$ cat config.mk
export PLATFORM = sky130hd
export DESIGN_NAME = ccs_regs
export DESIGN_NICKNAME = d
export VERILOG_FILES = /design/src/verilog/ccs_regs.v
export VERILOG_INCLUDE_DIRS = /design/src /design/src/verilog
export SDC_FILE = /design/constraint.sdc
export NUM_CORES = 1
export LEC_CHECK = 0
export BUFFER_PORTS_ARGS = -buffer_cell sky130_fd_sc_hd__buf_2
export CAP_MARGIN = 25
export CORE_ASPECT_RATIO = 0.8
export CORE_MARGIN = 2
export CORE_UTILIZATION = 35
export CTS_CLUSTER_SIZE = 28
export DETAILED_ROUTE_END_ITERATION = 16
export GPL_TIMING_DRIVEN = 0
export SYNTH_ARGS = -nofsm -noshare
export SYNTH_HDL_FRONTEND = slang
export SYNTH_SLANG_ARGS = --single-unit
$ cat constraint.sdc
create_clock -name mclk -period 7.1 [get_ports mclk]
set_clock_uncertainty 0.1 [all_clocks]
set_input_delay 1.42 -clock mclk [delete_from_list [all_inputs] [get_ports mclk]]
set_output_delay 1.42 -clock mclk [all_outputs]
set_load 0.03 [all_outputs]
$ cat src/verilog/ccs_defs.vh
// Register offsets, field positions and reset values of the converter command/status bank
`ifndef CCS_DEFS_VH
`define CCS_DEFS_VH

`define CCS_ADDR_CH2_CMD     8'h04
`define CCS_ADDR_CH3_CMD     8'h05
`define CCS_ADDR_STATUS      8'h06

`define CCS_RST_CH2_CMD      8'h00
`define CCS_RST_CH3_CMD      8'h00
`define CCS_RST_STATUS       8'h00
`define CCS_RST_CODE         7'h00
`define CCS_RD_UNMAPPED      8'h00

`define CCS_F_DISABLE        0
`define CCS_F_LIGHT_LOAD     1
`define CCS_F_SLEW_LO        4
`define CCS_F_SLEW_HI        6

`define CCS_ST_OVERTEMP      7
`define CCS_ST_OC3           6
`define CCS_ST_OC2           5
`define CCS_ST_OC1           4
`define CCS_ST_TEMP_WARN     3
`define CCS_ST_PG3           2
`define CCS_ST_PG2           1
`define CCS_ST_PG1           0

`define CCS_STEPCNT_W        7
`define CCS_STEPCNT_ZERO     7'h00
`define CCS_STEPCNT_ONE      7'h01
`define CCS_CODE_ONE         7'h01

`endif

$ cat src/verilog/ccs_regs.v
// Command and status register bank with paced voltage-code stepping for channel two
`timescale 1ns/10ps
`include "ccs_defs.vh"

module ccs_regs (
  input  wire       mclk,
  input  wire       rst_n,
  input  wire       wr_apply,
  input  wire [7:0] reg_addr,
  input  wire [7:0] wr_data,
  input  wire       rd_req,
  input  wire [6:0] voltage_code_target,
  input  wire       voltage_code_go,
  input  wire       sw_cycle_in,
  input  wire       overtemp_in,
  input  wire       ch3_overcurrent_in,
  input  wire       ch2_overcurrent_in,
  input  wire       ch1_overcurrent_in,
  input  wire       overtemp_warning_in,
  input  wire       ch3_in_window_in,
  input  wire       ch2_in_window_in,
  input  wire       ch1_in_window_in,
  output reg  [7:0] rd_data_ff,
  output reg        rd_valid_ff,
  output reg        ch2_disable_ff,
  output reg        ch2_light_load_select_ff,
  output reg        ch3_disable_ff,
  output reg        ch3_light_load_select_ff,
  output reg  [6:0] voltage_code_ff,
  output reg        code_stepping_ff
);

  // One-hot stepping states
  localparam [1:0] ST_IDLE = 2'h1;
  localparam [1:0] ST_STEP = 2'h2;

  // Cycles per step minus one for a three-bit slew code
  // Code seven shifts the one out, so its limit wraps round to 127
  function [6:0] slew_limit;
    input [2:0] code;
    begin
      slew_limit = (`CCS_STEPCNT_ONE << code) - `CCS_STEPCNT_ONE;
    end
  endfunction

  function addr_hit;
    input [7:0] a;
    input [7:0] ref_a;
    begin
      addr_hit = (a == ref_a);
    end
  endfunction

  reg  [7:0] ch2_cmd_ff;
  reg  [7:0] nxt_ch2_cmd;
  reg  [7:0] ch3_cmd_ff;
  reg  [7:0] nxt_ch3_cmd;
  reg  [7:0] sync1_ff;
  reg  [7:0] status_ff;
  reg        tick_s1_ff;
  reg        tick_s2_ff;
  reg        tick_s3_ff;
  reg  [1:0] state_ff;
  reg  [1:0] nxt_state;
  reg  [6:0] stepcnt_ff;
  reg  [6:0] nxt_stepcnt;
  reg  [6:0] nxt_code;
  reg  [7:0] nxt_rd_data;
  wire       sw_tick;
  wire [7:0] status_raw;

  assign status_raw = {overtemp_in, ch3_overcurrent_in, ch2_overcurrent_in, ch1_overcurrent_in,
                       overtemp_warning_in, ch3_in_window_in, ch2_in_window_in,
                       ch1_in_window_in};
  assign sw_tick = tick_s2_ff & ~tick_s3_ff;

  // Two-stage synchronisers for the analog monitor levels
  always @(posedge mclk or negedge rst_n) begin
    if (!rst_n) begin
      sync1_ff  <= `CCS_RST_STATUS;
      status_ff <= `CCS_RST_STATUS;
    end else begin
      sync1_ff  <= status_raw;
      status_ff <= sync1_ff;
    end
  end

  // Switching clock synchroniser; third stage feeds only the edge detector
  always @(posedge mclk or negedge rst_n) begin
    if (!rst_n) begin
      tick_s1_ff <= 1'h0;
      tick_s2_ff <= 1'h0;
      tick_s3_ff <= 1'h0;
    end else begin
      tick_s1_ff <= sw_cycle_in;
      tick_s2_ff <= tick_s1_ff;
      tick_s3_ff <= tick_s2_ff;
    end
  end

  // Command register writes
  always @* begin
    nxt_ch2_cmd = ch2_cmd_ff;
    nxt_ch3_cmd = ch3_cmd_ff;
    if (wr_apply && addr_hit(reg_addr, `CCS_ADDR_CH2_CMD)) begin
      nxt_ch2_cmd = wr_data;
    end
    if (wr_apply && addr_hit(reg_addr, `CCS_ADDR_CH3_CMD)) begin
      nxt_ch3_cmd = wr_data;
    end
  end

  // Read mux; status register ignores writes
  always @* begin
    nxt_rd_data = `CCS_RD_UNMAPPED;
    if (addr_hit(reg_addr, `CCS_ADDR_CH2_CMD)) begin
      nxt_rd_data = ch2_cmd_ff;
    end else if (addr_hit(reg_addr, `CCS_ADDR_CH3_CMD)) begin
      nxt_rd_data = ch3_cmd_ff;
    end else if (addr_hit(reg_addr, `CCS_ADDR_STATUS)) begin
      nxt_rd_data = status_ff;
    end
  end

  // Voltage code stepping
  always @* begin
    nxt_state   = state_ff;
    nxt_stepcnt = stepcnt_ff;
    nxt_code    = voltage_code_ff;
    case (state_ff)
      ST_IDLE: begin
        nxt_stepcnt = `CCS_STEPCNT_ZERO;
        // target only followed once go is set
        if (voltage_code_go && (voltage_code_target != voltage_code_ff)) begin
          nxt_state = ST_STEP;
        end
      end
      // A moved target redirects the next step; go low abandons the transition
      ST_STEP: begin
        if (!voltage_code_go || (voltage_code_target == voltage_code_ff)) begin
          nxt_state = ST_IDLE;
        end else if (sw_tick) begin
          // cycles per step from slew code
          if (stepcnt_ff >= slew_limit(ch2_cmd_ff[`CCS_F_SLEW_HI:`CCS_F_SLEW_LO])) begin
            nxt_stepcnt = `CCS_STEPCNT_ZERO;
            // one 10 mV code step toward target
            if (voltage_code_target > voltage_code_ff) begin
              nxt_code = voltage_code_ff + `CCS_CODE_ONE;
            end else begin
              nxt_code = voltage_code_ff - `CCS_CODE_ONE;
            end
          end else begin
            nxt_stepcnt = stepcnt_ff + `CCS_STEPCNT_ONE;
          end
        end
      end
      default: begin
        nxt_state   = ST_IDLE;
        nxt_stepcnt = `CCS_STEPCNT_ZERO;
      end
    endcase
  end

  // Command registers; control outputs follow the value being written
  always @(posedge mclk or negedge rst_n) begin
    if (!rst_n) begin
      ch2_cmd_ff               <= `CCS_RST_CH2_CMD;
      ch3_cmd_ff               <= `CCS_RST_CH3_CMD;
      ch2_disable_ff           <= 1'h0;
      ch2_light_load_select_ff <= 1'h0;
      ch3_disable_ff           <= 1'h0;
      ch3_light_load_select_ff <= 1'h0;
    end else begin
      ch2_cmd_ff               <= nxt_ch2_cmd;
      ch3_cmd_ff               <= nxt_ch3_cmd;
      ch2_disable_ff           <= nxt_ch2_cmd[`CCS_F_DISABLE];
      ch2_light_load_select_ff <= nxt_ch2_cmd[`CCS_F_LIGHT_LOAD];
      ch3_disable_ff           <= nxt_ch3_cmd[`CCS_F_DISABLE];
      ch3_light_load_select_ff <= nxt_ch3_cmd[`CCS_F_LIGHT_LOAD];
    end
  end

  // Read port; data holds until the next request
  always @(posedge mclk or negedge rst_n) begin
    if (!rst_n) begin
      rd_data_ff  <= `CCS_RD_UNMAPPED;
      rd_valid_ff <= 1'h0;
    end else begin
      rd_valid_ff <= rd_req;
      if (rd_req) begin
        rd_data_ff <= nxt_rd_data;
      end
    end
  end

  // Stepping state and the current voltage code
  always @(posedge mclk or negedge rst_n) begin
    if (!rst_n) begin
      state_ff         <= ST_IDLE;
      stepcnt_ff       <= `CCS_STEPCNT_ZERO;
      voltage_code_ff  <= `CCS_RST_CODE;
      code_stepping_ff <= 1'h0;
    end else begin
      state_ff         <= nxt_state;
      stepcnt_ff       <= nxt_stepcnt;
      voltage_code_ff  <= nxt_code;
      code_stepping_ff <= (nxt_state == ST_STEP);
    end
  end

endmodule // ccs_regs

* Word level (Yosys, flattened, before mapping)
Cells that the tools add are included.
Operators by class: eq/ne operators 10, add/sub/neg operators 4, bitwise logic cells 3, reductions and logical operators 7, $lt $le $gt $ge 2, muxes and demuxes 13, shifts and indexed selects 1
Operators by type and width (count):
- $mux 7 | 5
- $eq 8x3->1 const B | 3
- $mux 8 | 3
- $add 7x1->7 const B | 2
- $sub 7x1->7 const B | 2
- $mux 2 | 4
- $eq 7x7->1 | 1
- $ge 7x7->1 | 1
- $gt 7x7->1 | 1
- $ne 7x7->1 | 1
- $shl 1x3->7 const A | 1
- $eq 2x2->1 const B | 2
- $ne 2x2->1 const B | 2
- $pmux 2 s2 | 1
- $reduce_and 4->1 | 1
- $logic_and 1x1->1 | 3
- $eq 2x1->1 const B | 1
- $not 1->1 | 2
- $reduce_and 2->1 | 1
- $and 1x1->1 | 1
- $logic_not 1->1 | 1
- $logic_or 1x1->1 | 1
Word-level totals: input bits 37, logic and storage cells 59, output and inout bits 21, register bits after elaboration 65

* Logic depth before layout (Yosys ltp)
Gate-level depths: netlist (run 1).
word-level depth 7, mapped depth 12, mapped depth without buffers 12

* Worst setup path after synthesis (run 1)
OpenSTA, ideal clock, no wires.
path kind input -> register, from input voltage_code_target[4], to register voltage_code_ff[6], path buffers 0, required time 6.867 ns, stages 11, arrival 3.682 ns, setup slack 3.184 ns, library setup time 0.133 ns, cell sequence ha_1 -> a211oi_1 -> o21bai_1 -> o22ai_1 -> ha_1 -> a211oi_1 -> o21bai_1 -> a21oi_1 -> xnor2_1 -> nand2_1 -> xnor2_1
On the way: longest elaborated chain between the ends 4, elaborated cells between the ends (all ways) 6, classes of those cells 1 x order compare; 1 x eq/ne; 1 x mux; 1 x bitwise; 2 x reduce/logical
RTL lines:
- start: declaration | RTL line ccs_regs.v:12 | input wire [6:0] voltage_code_target,
- parallel branches: the longest is 4 deep, another holds $gt 7x7->1
- end signal: assignment | RTL line ccs_regs.v:201 | voltage_code_ff <= `CCS_RST_CODE;
- end signal: assignment | RTL line ccs_regs.v:206 | voltage_code_ff <= nxt_code;
- end: declaration | RTL line ccs_regs.v:29 | output reg [6:0] voltage_code_ff,
Parallel ways; which one is timed is not known. A chain may end at the register's enable or synchronous reset.

* Worst setup path in the final report (run 1)
Same ends and word-level chain as after synthesis.

==> qor.csv, run 1 <==
stage,metric,value,unit
run_status,outcome,finished clean,
power,Design Power,0.7857,mW
place,Post-Place Worst Slack,2.716,ns
synthesis,fraction of registers with async set/reset,1.000,
final_layout,share of layout cells above drive strength 1,0.2786,
power,P per Cell Area,218.5,nW/um^2
clocking,post-CTS setup buffers,0,
timing,setup ws final,3.061,ns
clocking,clock slew at reported path FFs,0.07,ns
timing,Final Max Tran Viols,0,
global_route,largest net degree at the start of global routing,41,
synthesis,synthesized area per cell,11.07,um^2
clocking,clock buffer count from CTS,9,
clocking,post-CTS sizing,0,
final_layout,Fill cells,805,
floorplanning,initial core utilization,0.3670,
detailed_routing,Vias/cell,4.871,
final_layout,nets@finish,397,
detailed_routing,total vias in the final route,2187,
power,Pint,0.5730,mW
power,Clock Power Share,0.387,
floorplanning,die width,106.8,um
synthesis,"top cells by area, synth","dfrtp_1 51%, ha_1 9.7%, mux2_2 5.7%, a21oi_1 4.2%, mux2i_1 3.0%",
synthesis,Netlist cell types,40,
synthesis,Post-Syn Instances,267,
power,leakage power,1.771,nW
job,Max Cap Viol,0,
clocking,Max clock buf depth,2,
critical_path,CP arrival,4.16,ns
timing,worst slew pin tran,0.7829,ns
timing,Tmin final,4.039,ns
synthesis,most common library cells after synthesis,"60 x dfrtp_1, 25 x a21oi_1, 23 x ha_1, 20 x inv_1, 17 x o21ai_0",
timing,setup tns final,0,ns
global_route,met3 GRT Util,0.03910,
synthesis,"count leader, synth",dfrtp_1,
min_path,Min-Delay Path Class,reg -> reg,
synthesis,post-synthesis sequential area ratio,0.5167,
place,PortBufs,57,
detailed_routing,Final ANT Viol Nets,0,
timing,Final Setup Violations,0,
global_route,total grt overflow,0,
timing,Max Freq,247.6,MHz
floorplanning,site row count,29,
detailed_routing,mean routed wirelength per cell,12.98,um
synthesis,Yosys top cell by area,dfrtp_1,
clocking,Clock Sinks,61,
synthesis,commonest register cell after synthesis,dfrtp_1,
detailed_routing,DRC errors left,0,
synthesis,share of the synthesized area in the top cell type,0.5078,
clocking,# hold bufs at CTS,0,
critical_path,WS Path Type,in -> reg,
critical_path,critical-path cell list,buf_2 > ha_1 > a211oi_1 > o21bai_1 > o22ai_1 > ha_1 > a211oi_1 > o21bai_1 > a21oi_1 > xnor2_1 > nand2_1 > xnor2_1,
place,HPWL after DPL,4497,um
critical_path,Critical Path Sink Type,flop,
synthesis,Mapped Area,2957,um^2
critical_path,WP data required,7.22,ns
power,Net Switching,0.2127,mW
global_route,busiest layer in global routing,met2,
synthesis,Post-synth EDFFs,0,
timing,period utilization,0.5689,
final_layout,n_diodes,0,
timing,relative slew slack,0.4780,
power,Gate power share,0.133,
clocking,H-tree depth,3,
timing,worst hold slack,0.2491,ns
timing,Hold Fails Final Rpt,0,
critical_path,Worst setup SP type,input pin,
global_route,grt met1 use,0.1844,
final_layout,area delta synth->final,21.63,%
timing,RSZ-0062 raised after global routing,no,
clocking,Clk Tree Root Cell,clkbuf_8,
final_layout,"Core Util, Final",0.4464,
floorplanning,Die ar.,9203,um^2
global_route,first-pass GRT wire length,9715,um
power,worst vdd ir,0.00009863,V
critical_path,Crit path largest cell delay,0.60,ns
global_route,number of global-route vias before repair,2088,
global_route,total track usage,0.1361,
place,placer congestion estimate,0.7353,
power,Seq pwr share,0.479,
critical_path,CP max stage cell,o22ai_1,
detailed_routing,TritonRoute pass-1 iters,4,
global_route,grt met2 use,0.2050,
detailed_routing,final wirelength,5830,um
critical_path,CP Max Fanout,8,
synthesis,Yosys reg bits,61,
floorplanning,Placeable Area,8055,um^2
synthesis,Post-Syn Nets,328,
clocking,CTS tree,done,
floorplanning,die height,86.21,um
global_route,initial antenna violation count,0,
power,Switching Share,0.2707,
floorplanning,io pins,58,
clocking,"Clk Latency, worst-skew pair",0.33,ns
synthesis,yosys warns,0,
detailed_routing,Initial DRC Count,51,
[worst paths after layout]
check,from,end,slack [ns],depth (start not counted)
setup / recovery,voltage_code_target[4],voltage_code_ff[6]$_DFFE_PN0P_,3.06,12
hold / removal,sync1_ff[4]$_DFF_PN0_,status_ff[4]$_DFF_PN0_,0.25,0
setup reg to reg,voltage_code_ff[4]$_DFFE_PN0P_,voltage_code_ff[6]$_DFFE_PN0P_,3.82,12
hold reg to reg,sync1_ff[4]$_DFF_PN0_,status_ff[4]$_DFF_PN0_,0.25,0
max in group asynchronous,rst_n,state_ff[0]$_DFF_PN1_,5.29,2
min in group asynchronous,rst_n,rd_data_ff[5]$_DFFE_PN0P_,0.96,1
[per-stage QoR]
stage | std cells | area [um^2]
after detailed placement | 433 | 3397
after global routing | 449 | 3596
after floorplan | 267 | 2957
after global placement | 432 | 3377
final | 449 | 3596
after CTS | 449 | 3596
[power by group through the flow]
| stage | Combinational [mW] | Sequential [mW] | Clock, mW |
|---|---|---|---|
| floorplan | 0.0627 | 0.388 | 0 |
| global placement | 0.102 | 0.383 | 0 |
| detailed placement | 0.106 | 0.383 | 0 |
| CTS | 0.107 | 0.377 | 0.317 |
| global route | 0.121 | 0.378 | 0.333 |
| finish | 0.105 | 0.377 | 0.304 |
[metal layers]
| layer | part of all wire | routed length (um) | vias up |
|---|---|---|---|
| met2 | 0.46 | 2656 | 41 |
| met4 | 0.014 | 84 | 0 |
| met1 | 0.49 | 2851 | 1058 |
| met5 | 0 | 0 | - |
| met3 | 0.041 | 238 | 6 |
| li1 | - | - | 1082 |
[cells by family (layout without fill, tap and decap cells)]
| kind of cell | after synthesis | after routing | share of synthesized area |
|---|---|---|---|
| AO/OA/AOI/OAI | 66 | 66 | 0.1278 |
| XOR/XNOR | 6 | 6 | 0.01778 |
| adder cells (fa/ha/maj) | 24 | 24 | 0.1041 |
| buffers and inverters | 27 | 101 | 0.03935 |
| flip-flops | 61 | 61 | 0.5167 |
| multiplexers | 24 | 24 | 0.08760 |
| AND/OR/NAND/NOR | 59 | 59 | 0.1066 |
[placed cells by master, fill, tap and decap left out, drive strengths merged, types with 2 or more instances in the layout]
cell | synthesis | routed
buf | 3 | 61
dfrtp | 60 | 60
a21oi | 25 | 25
ha | 23 | 23
inv | 20 | 21
o21ai | 18 | 18
nor2 | 16 | 16
mux2 | 15 | 15
nand2 | 14 | 14
clkbuf | 3 | 12
o22ai | 9 | 9
mux2i | 9 | 9
nand3 | 5 | 5
nand3b | 5 | 5
a21o | 4 | 4
and3 | 4 | 4
nand4 | 3 | 3
o21bai | 3 | 3
nor2b | 3 | 3
xor2 | 3 | 3
xnor2 | 3 | 3
clkinvlp | 0 | 3
nor3 | 3 | 3
clkinv | 1 | 3
a211oi | 2 | 2
[final cells by class]
type                       instances  area [um^2]  share of cell area
buffer                             6        37.54             0.01044
clock buffer                       9        123.9             0.03445
clock inverter                     7        75.07             0.02088
inverter                          21        78.83             0.02192
multi-input combinational        179         1313              0.3650
sequential                        61         1528              0.4248
tap                              108        135.1             0.03758
timing repair buffer              58        305.3             0.08490
[state kept, by name, indices dropped and copies added, names as in the netlist]
register          count
ch2_cmd_ff            8
ch3_cmd_ff            8
code_stepping_ff      1
rd_data_ff            8
rd_valid_ff           1
state_ff              2
status_ff             8
stepcnt_ff            7
sync1_ff              8
tick_s1_ff            1
tick_s2_ff            1
tick_s3_ff            1
voltage_code_ff       7
[worst max-delay path: cells and delay by family]
| kind | cells | cell delay (ns) |
|---|---|---|
| xor+xnor | 2 | 0.26 |
| buf+inv | 1 | 0.10 |
| compound gates | 6 | 1.60 |
| simple gates | 1 | 0.08 |
| fa+ha+maj | 2 | 0.71 |
Power figures use the tool's default switching activity.
==> inputs of run 2 (changes only) <==
- ABC_AREA: default -> 1
- clock period: 7.1 -> 3.25 ns (I/O delays scaled with it)
==> run 2 against run 1 <==
Core utilization down 0.52 points. Worst setup slack worse by 2.5 ns. Sequential share of layout area down 2.2 points. Clock power up 130%. Design area up 5.5%. Largest power group unchanged. Register-to-register slack worse by 3.3 ns. Sequential power up 140%. Largest cell class unchanged. First-iteration DRC count rose to 2.8 times the previous value. Sequential cell count unchanged. Hold slack worse by 0.057 ns. Area after synthesis up 6.2%.
==> qor.csv, run 2 <==
stage,metric,value,unit,change
floorplanning,Die ar.,9751,um^2,+6.0%
global_route,total track usage,0.1535,,+0.01748
synthesis,share of the synthesized area in the top cell type,0.4781,,-0.02974
clocking,"Clk Latency, worst-skew pair",0.34,ns,about the same
power,leakage power,2.028,nW,+15%
timing,relative slew slack,0.6291,,+0.1510
final_layout,Fill cells,866,,+7.6%
synthesis,"top cells by area, synth","dfrtp_1 48%, nand2_1 11%, ha_1 9.2%, inv_1 5.3%, nand3_1 4.1%",,
timing,setup tns final,0,ns,unchanged
place,PortBufs,57,,unchanged
timing,period utilization,0.8268,,
critical_path,WS Path Type,reg -> reg,,
synthesis,yosys warns,0,,unchanged
timing,worst slew pin tran,0.5564,ns,-0.2265 ns
critical_path,Top delay family on crit path,simple AND/OR/NAND/NOR gates,,
final_layout,nets@finish,483,,+22%
final_layout,n_diodes,0,,unchanged
synthesis,most common library cells after synthesis,"96 x nand2_1, 60 x dfrtp_1, 44 x inv_1, 26 x nand3_1, 23 x ha_1",,
timing,Final Max Tran Viols,0,,unchanged
clocking,Max clock buf depth,2,,unchanged
clocking,clock buffer count from CTS,9,,unchanged
final_layout,area delta synth->final,20.76,%,
power,worst vdd ir,0.0002433,V,+150%
clocking,Clk Tree Root Cell,clkbuf_8,,
min_path,Min-Delay Path Class,in -> async,,
synthesis,Yosys top cell by area,dfrtp_1,,
clocking,CTS tree,done,,
synthesis,fraction of registers with async set/reset,1.000,,unchanged
final_layout,"most common cell after layout, fill and taps aside",nand2_1,,
detailed_routing,TritonRoute pass-1 iters,4,,unchanged
place,placer congestion estimate,0.7606,,+3.4%
detailed_routing,Final ANT Viol Nets,0,,unchanged
power,P per Cell Area,613.7,nW/um^2,+180%
final_layout,post-route design area,3792,um^2,+5.5%
place,placed cell area,3586,um^2,+5.6%
detailed_routing,Initial DRC Count,143,,+180%
timing,setup ws final,0.5630,ns,-2.498 ns
global_route,initial antenna violation count,0,,unchanged
synthesis,"count leader, synth",nand2_1,,
detailed_routing,total vias in the final route,2523,,+15%
clocking,post-CTS sizing,0,,unchanged
detailed_routing,Vias/cell,4.681,,-3.9%
synthesis,Netlist cell types,32,,-20%
global_route,number of global-route vias before repair,2586,,+24%
critical_path,Worst setup SP type,flop,,
global_route,largest net degree at the start of global routing,40,,-2.4%
critical_path,CP Max Fanout,8,,unchanged
clocking,Clock Sinks,61,,unchanged
synthesis,Post-Syn Instances,353,,+32%
floorplanning,die width,109.9,um,+2.9%
synthesis,Yosys reg bits,61,,unchanged
critical_path,Critical Path Most Common Cell,nand2_1,,
detailed_routing,mean routed wirelength per cell,12.40,um,-4.5%
timing,Hold Fails Final Rpt,0,,unchanged
timing,Max Freq,372.2,MHz,
floorplanning,Placeable Area,8596,um^2,+6.7%
detailed_routing,final wirelength,6683,um,+15%
synthesis,synthesized area per cell,8.897,um^2,-20%
job,Max Cap Viol,0,,unchanged
final_layout,most frequent cells in the layout,"96 x nand2_1, 60 x dfrtp_1, 59 x buf_2, 44 x inv_1, 26 x nand3_1",,
place,HPWL after DPL,5010,um,+11%
critical_path,CP arrival,2.81,ns,-1.35 ns
synthesis,Post-synth EDFFs,0,,unchanged
critical_path,CP max stage cell,ha_1,,
critical_path,critical-path cell list,inv_1 > ha_1 > nand2_1 > nor2_1 > nand2_1 > nand2_1 > nand2_1 > ha_1 > nand2_1 > nor3_1 > nor2_1 > nand3_1 > nand3_1 > nand2_1 > nand2_1,,
floorplanning,io pins,58,,unchanged
critical_path,Crit path largest cell delay,0.42,ns,-0.18 ns
floorplanning,die height,88.73,um,+2.9%
synthesis,Post-Syn Nets,414,,+26%
global_route,first-pass GRT wire length,11720,um,+21%
clocking,H-tree depth,3,,unchanged
run_status,outcome,finished clean,,
clocking,# hold bufs at CTS,0,,unchanged
floorplanning,site row count,30,,+3.4%
synthesis,Mapped Area,3141,um^2,+6.2%
timing,Final Setup Violations,0,,unchanged
global_route,grt met2 use,0.2309,,+0.02592
critical_path,Critical Path Sink Type,flop,,
global_route,total grt overflow,0,,unchanged
critical_path,WP data required,3.38,ns,-3.84 ns
timing,RSZ-0062 raised after global routing,no,,
synthesis,commonest register cell after synthesis,dfrtp_1,,
final_layout,share of layout cells above drive strength 1,0.2459,,-0.03269
clocking,clock slew at reported path FFs,0.08,ns,about the same
detailed_routing,DRC errors left,0,,unchanged
place,Post-Place Worst Slack,0.2813,ns,-2.435 ns
clocking,post-CTS setup buffers,0,,unchanged
synthesis,post-synthesis sequential area ratio,0.4865,,-0.03026
critical_path,worst path bufs/invs,1,,unchanged
global_route,met3 GRT Util,0.04492,,+0.005821
global_route,busiest layer in global routing,met2,,
floorplanning,initial core utilization,0.3654,,-0.001683
timing,Tmin final,2.687,ns,
global_route,grt met1 use,0.2164,,+0.03201
==> run 2: path summary, 6_finish.rpt <==
path	endpoint	depth (start not counted)	startpoint	slack, ns
worst min register to register	status_ff[4]$_DFF_PN0_	0	sync1_ff[4]$_DFF_PN0_	0.25
min in group mclk	status_ff[4]$_DFF_PN0_	0	sync1_ff[4]$_DFF_PN0_	0.25
worst max-delay path	voltage_code_ff[6]$_DFFE_PN0P_	15	voltage_code_ff[6]$_DFFE_PN0P_	0.56
worst min-delay path	rd_data_ff[1]$_DFFE_PN0P_	1	rst_n	0.19
max in group asynchronous	state_ff[0]$_DFF_PN1_	2	rst_n	2.19
worst max register to register	voltage_code_ff[6]$_DFFE_PN0P_	15	voltage_code_ff[6]$_DFFE_PN0P_	0.56
==> run 2: cells by family (layout without fill, tap and decap cells) <==
kind of cell | count (synthesis) | in the layout | share of synthesized area
xor gates and xnor gates | 9 | 9 | 0.02510
adders and majority gates | 24 | 24 | 0.09801
and+or+nand+nor | 160 | 160 | 0.2355
AOI/OAI and AO/OA | 43 | 43 | 0.08247
buffers and inverters | 56 | 130 | 0.07251
DFF | 61 | 61 | 0.4865
==> run 2: power breakdown <==
group | leakage (nW) | internal, mW | switching, mW
sequential | 0.785 | 0.834 | 0.0629
combinational | 1.14 | 0.271 | 0.465
clock | 0.103 | 0.380 | 0.315
total | 2.03 | 1.49 | 0.843
==> run 2: metrics by stage <==
| step | power [mW] | hold WS, ns | instances | utilization |
|---|---|---|---|---|
| after floorplan | 1.451 | 0.2312 | 353 | - |
| final | 2.328 | 0.1917 | 539 | 0.4412 |
| after detailed placement | 1.650 | 0.2347 | 523 | 0.4172 |
| after CTS | 2.356 | 0.1977 | 539 | 0.4412 |
| after global routing | 2.508 | 0.2258 | 539 | 0.4412 |
| after global placement | 1.626 | 0.2327 | 522 | 0.4148 |
==> run 2: cell type report <==
class,count,area (um^2),area share
Clock buffer,10,137.6,0.03629
Clock inverter,6,68.82,0.01815
Buffer,7,43.79,0.01155
Timing Repair Buffer,58,305.3,0.08050
Multi-Input combinational cell,236,1385,0.3652
Inverter,49,183.9,0.04850
Sequential cell,61,1528,0.4028
Tap cell,112,140.1,0.03695
==> run 2: metal layers <==
metal / up-vias / wire (um)
met3: 4 / 426
met2: 64 / 2956
met1: 1167 / 3258
met4: 0 / 41
li1: 1288 / -
met5: - / 0
==> inputs of run 3 (changes only) <==
- clock period: 3.25 -> 2.5 ns (I/O delays scaled with it)
==> run 3 against run 2 <==
Core utilization rose by 2.5 points. Highest routed layer unchanged. Critical path type unchanged. Sequential share of layout area fell by 1.9 points. Final cell count rose by 0.93%. Critical path depth up 1. Critical endpoint unchanged. Sequential power up 29%. Wire length increased by 3.2%. Combinational power grew 70%. Power is 48% higher.
==> qor.csv, run 3 (synthesized netlist as in run 2, its figures left out) <==
stage,metric,value,unit,change
run_status,outcome,finished clean,,
detailed_routing,Initial DRC Count,124,,-13%
power,P per Cell Area,859.2,nW/um^2,+40%
global_route,total grt overflow,0,,unchanged
clocking,"Clk Latency, worst-skew pair",0.35,ns,about the same
min_path,Min-Delay Path Class,in -> async,,
timing,Max Freq,417.9,MHz,+12%
clocking,Max clock buf depth,2,,unchanged
floorplanning,die width,109.9,um,unchanged
critical_path,CP Max Fanout,8,,unchanged
floorplanning,site row count,30,,unchanged
timing,period utilization,0.9572,,+0.1304
final_layout,area delta synth->final,27.61,%,
clocking,clock buffer count from CTS,9,,unchanged
detailed_routing,total vias in the final route,2529,,+0.24%
final_layout,"most common cell after layout, fill and taps aside",nand2_1,,
clocking,# hold bufs at CTS,0,,unchanged
clocking,CTS tree,done,,
floorplanning,Placeable Area,8596,um^2,unchanged
timing,setup tns final,0,ns,unchanged
critical_path,Critical R2R Launch,voltage_code_ff[0]$_DFFE_PN0P_,,
critical_path,Worst setup SP type,flop,,
timing,Tmin final,2.393,ns,-0.2940 ns
final_layout,share of layout cells above drive strength 1,0.3218,,+0.07586
detailed_routing,TritonRoute pass-1 iters,4,,unchanged
critical_path,CP arrival,2.54,ns,-0.27 ns
detailed_routing,mean routed wirelength per cell,12.68,um,+2.3%
detailed_routing,Vias/cell,4.649,,-0.68%
detailed_routing,Final ANT Viol Nets,0,,unchanged
critical_path,WS Path Type,reg -> reg,,
final_layout,n_diodes,0,,unchanged
timing,Final Setup Violations,0,,unchanged
critical_path,Critical Path Most Common Cell,nand2_1,,
clocking,Clk Tree Root Cell,clkbuf_8,,
timing,worst slew pin tran,0.5218,ns,-0.03456 ns
final_layout,Fill cells,834,,-3.7%
timing,Hold Fails Final Rpt,0,,unchanged
final_layout,post-route design area,4008,um^2,+5.7%
clocking,H-tree depth,3,,unchanged
clocking,Clock Sinks,61,,unchanged
final_layout,"Core Util, Final",0.4662,,+0.02504
floorplanning,die height,88.73,um,unchanged
detailed_routing,final wirelength,6899,um,+3.2%
final_layout,register area,1536,um^2,+0.57%
timing,relative slew slack,0.6521,,+0.02304
place,placed cell count,523,,unchanged
final_layout,Multi-input gate area,1531,um^2,+11%
place,placed cell area,3592,um^2,+0.17%
place,placer congestion estimate,0.7884,,+3.7%
floorplanning,io pins,58,,unchanged
global_route,number of global-route vias before repair,2335,,-9.7%
global_route,largest net degree at the start of global routing,41,,+2.5%
global_route,total track usage,0.1492,,-0.004340
final_layout,final cell count without fillers,544,,+0.93%
job,Max Cap Viol,0,,unchanged
floorplanning,initial core utilization,0.3654,,unchanged
critical_path,Critical Path Sink Type,flop,,
place,PortBufs,57,,unchanged
final_layout,most frequent cells in the layout,"91 x nand2_1, 59 x buf_2, 53 x dfrtp_1, 42 x inv_1, 26 x nand3_1",,
floorplanning,Die ar.,9751,um^2,unchanged
timing,Final Max Tran Viols,0,,unchanged
critical_path,CP startpoint,voltage_code_ff[0]$_DFFE_PN0P_,,
global_route,initial antenna violation count,0,,unchanged
power,leakage power,2.058,nW,+1.5%
place,HPWL after DPL,4894,um,-2.3%
detailed_routing,DRC errors left,0,,unchanged
critical_path,WP data required,2.64,ns,-0.74 ns
clocking,clock slew at reported path FFs,0.08,ns,about the same
critical_path,critical-path cell list,ha_1 > inv_1 > nor2_1 > nand2_2 > nand2_8 > ha_4 > nand2_1 > inv_1 > nand2_1 > nand2_1 > nor2_2 > inv_1 > nand2_1 > nand3_1 > nand2_1 > nand2_1,,
final_layout,nets@finish,488,,+1.0%
power,worst vdd ir,0.0005106,V,+110%
global_route,first-pass GRT wire length,11100,um,-5.4%
critical_path,CP max stage cell,dfrtp_2,,
critical_path,Crit path largest cell delay,0.45,ns,+0.03 ns
## run 3: power breakdown
group / total [mW] / leakage [nW] / internal (mW) / switching [mW]
registers: 1.16 / 0.777 / 1.09 / 0.0726
logic: 1.25 / 1.17 / 0.513 / 0.736
clock network: 1.03 / 0.113 / 0.578 / 0.452
## run 3: per-layer routing
layer  track usage  routed length, um
met1        0.2231               3435
met2        0.2069               3022
met3       0.04124                399
met5             0                  0
met4       0.04833                 42
## run 3: metrics by stage
step	total power [mW]	setup slack [ns]	hold WS, ns
after floorplan	1.894	0.002020	0.1044
after global placement	2.121	-0.2817	0.2339
after detailed placement	2.161	-0.3416	0.2347
after CTS	3.223	-0.001221	0.02877
after global routing	3.683	-0.02552	0.05277
final	3.443	0.1071	0.01938
## run 3: area by class of cell
| type | count | area share |
|---|---|---|
| Clock inverter | 7 | 0.02623 |
| Clock buffer | 9 | 0.03091 |
| Tap cell | 112 | 0.03497 |
| Inverter | 49 | 0.04589 |
| Multi-Input combinational cell | 236 | 0.3821 |
| Sequential cell | 61 | 0.3834 |
| Timing Repair Buffer | 63 | 0.08554 |
| Buffer | 7 | 0.01093 |
## run 3: final timing paths
check	to	slack [ns]	cells after the start
min reg2reg	status_ff[0]$_DFF_PN0_	0.25	0
min in group mclk	tick_s1_ff$_DFF_PN0_	0.15	1
max reg2reg	voltage_code_ff[6]$_DFFE_PN0P_	0.11	16
max	voltage_code_ff[6]$_DFFE_PN0P_	0.11	16
max in group asynchronous	ch2_cmd_ff[6]$_DFFE_PN0P_	1.69	2
min	voltage_code_ff[3]$_DFFE_PN0P_	0.02	1
## run 3: critical path: cells and delay by family, from the launching register on
| family | cells | cell delay [ns] |
|---|---|---|
| buffers and inverters | 3 | 0.14 |
| adders and majority gates | 2 | 0.50 |
| DFF | 1 | 0.45 |
| and+or+nand+nor | 11 | 1.10 |
## run 3: repair_timing
item / in CTS / in global routing
setup buffers: 0 / 5
pin swaps: 0 / 6
cloned: 0 / 0
endpoints found under the setup margin: 4 / 4
gates resized for setup: 4 / 24
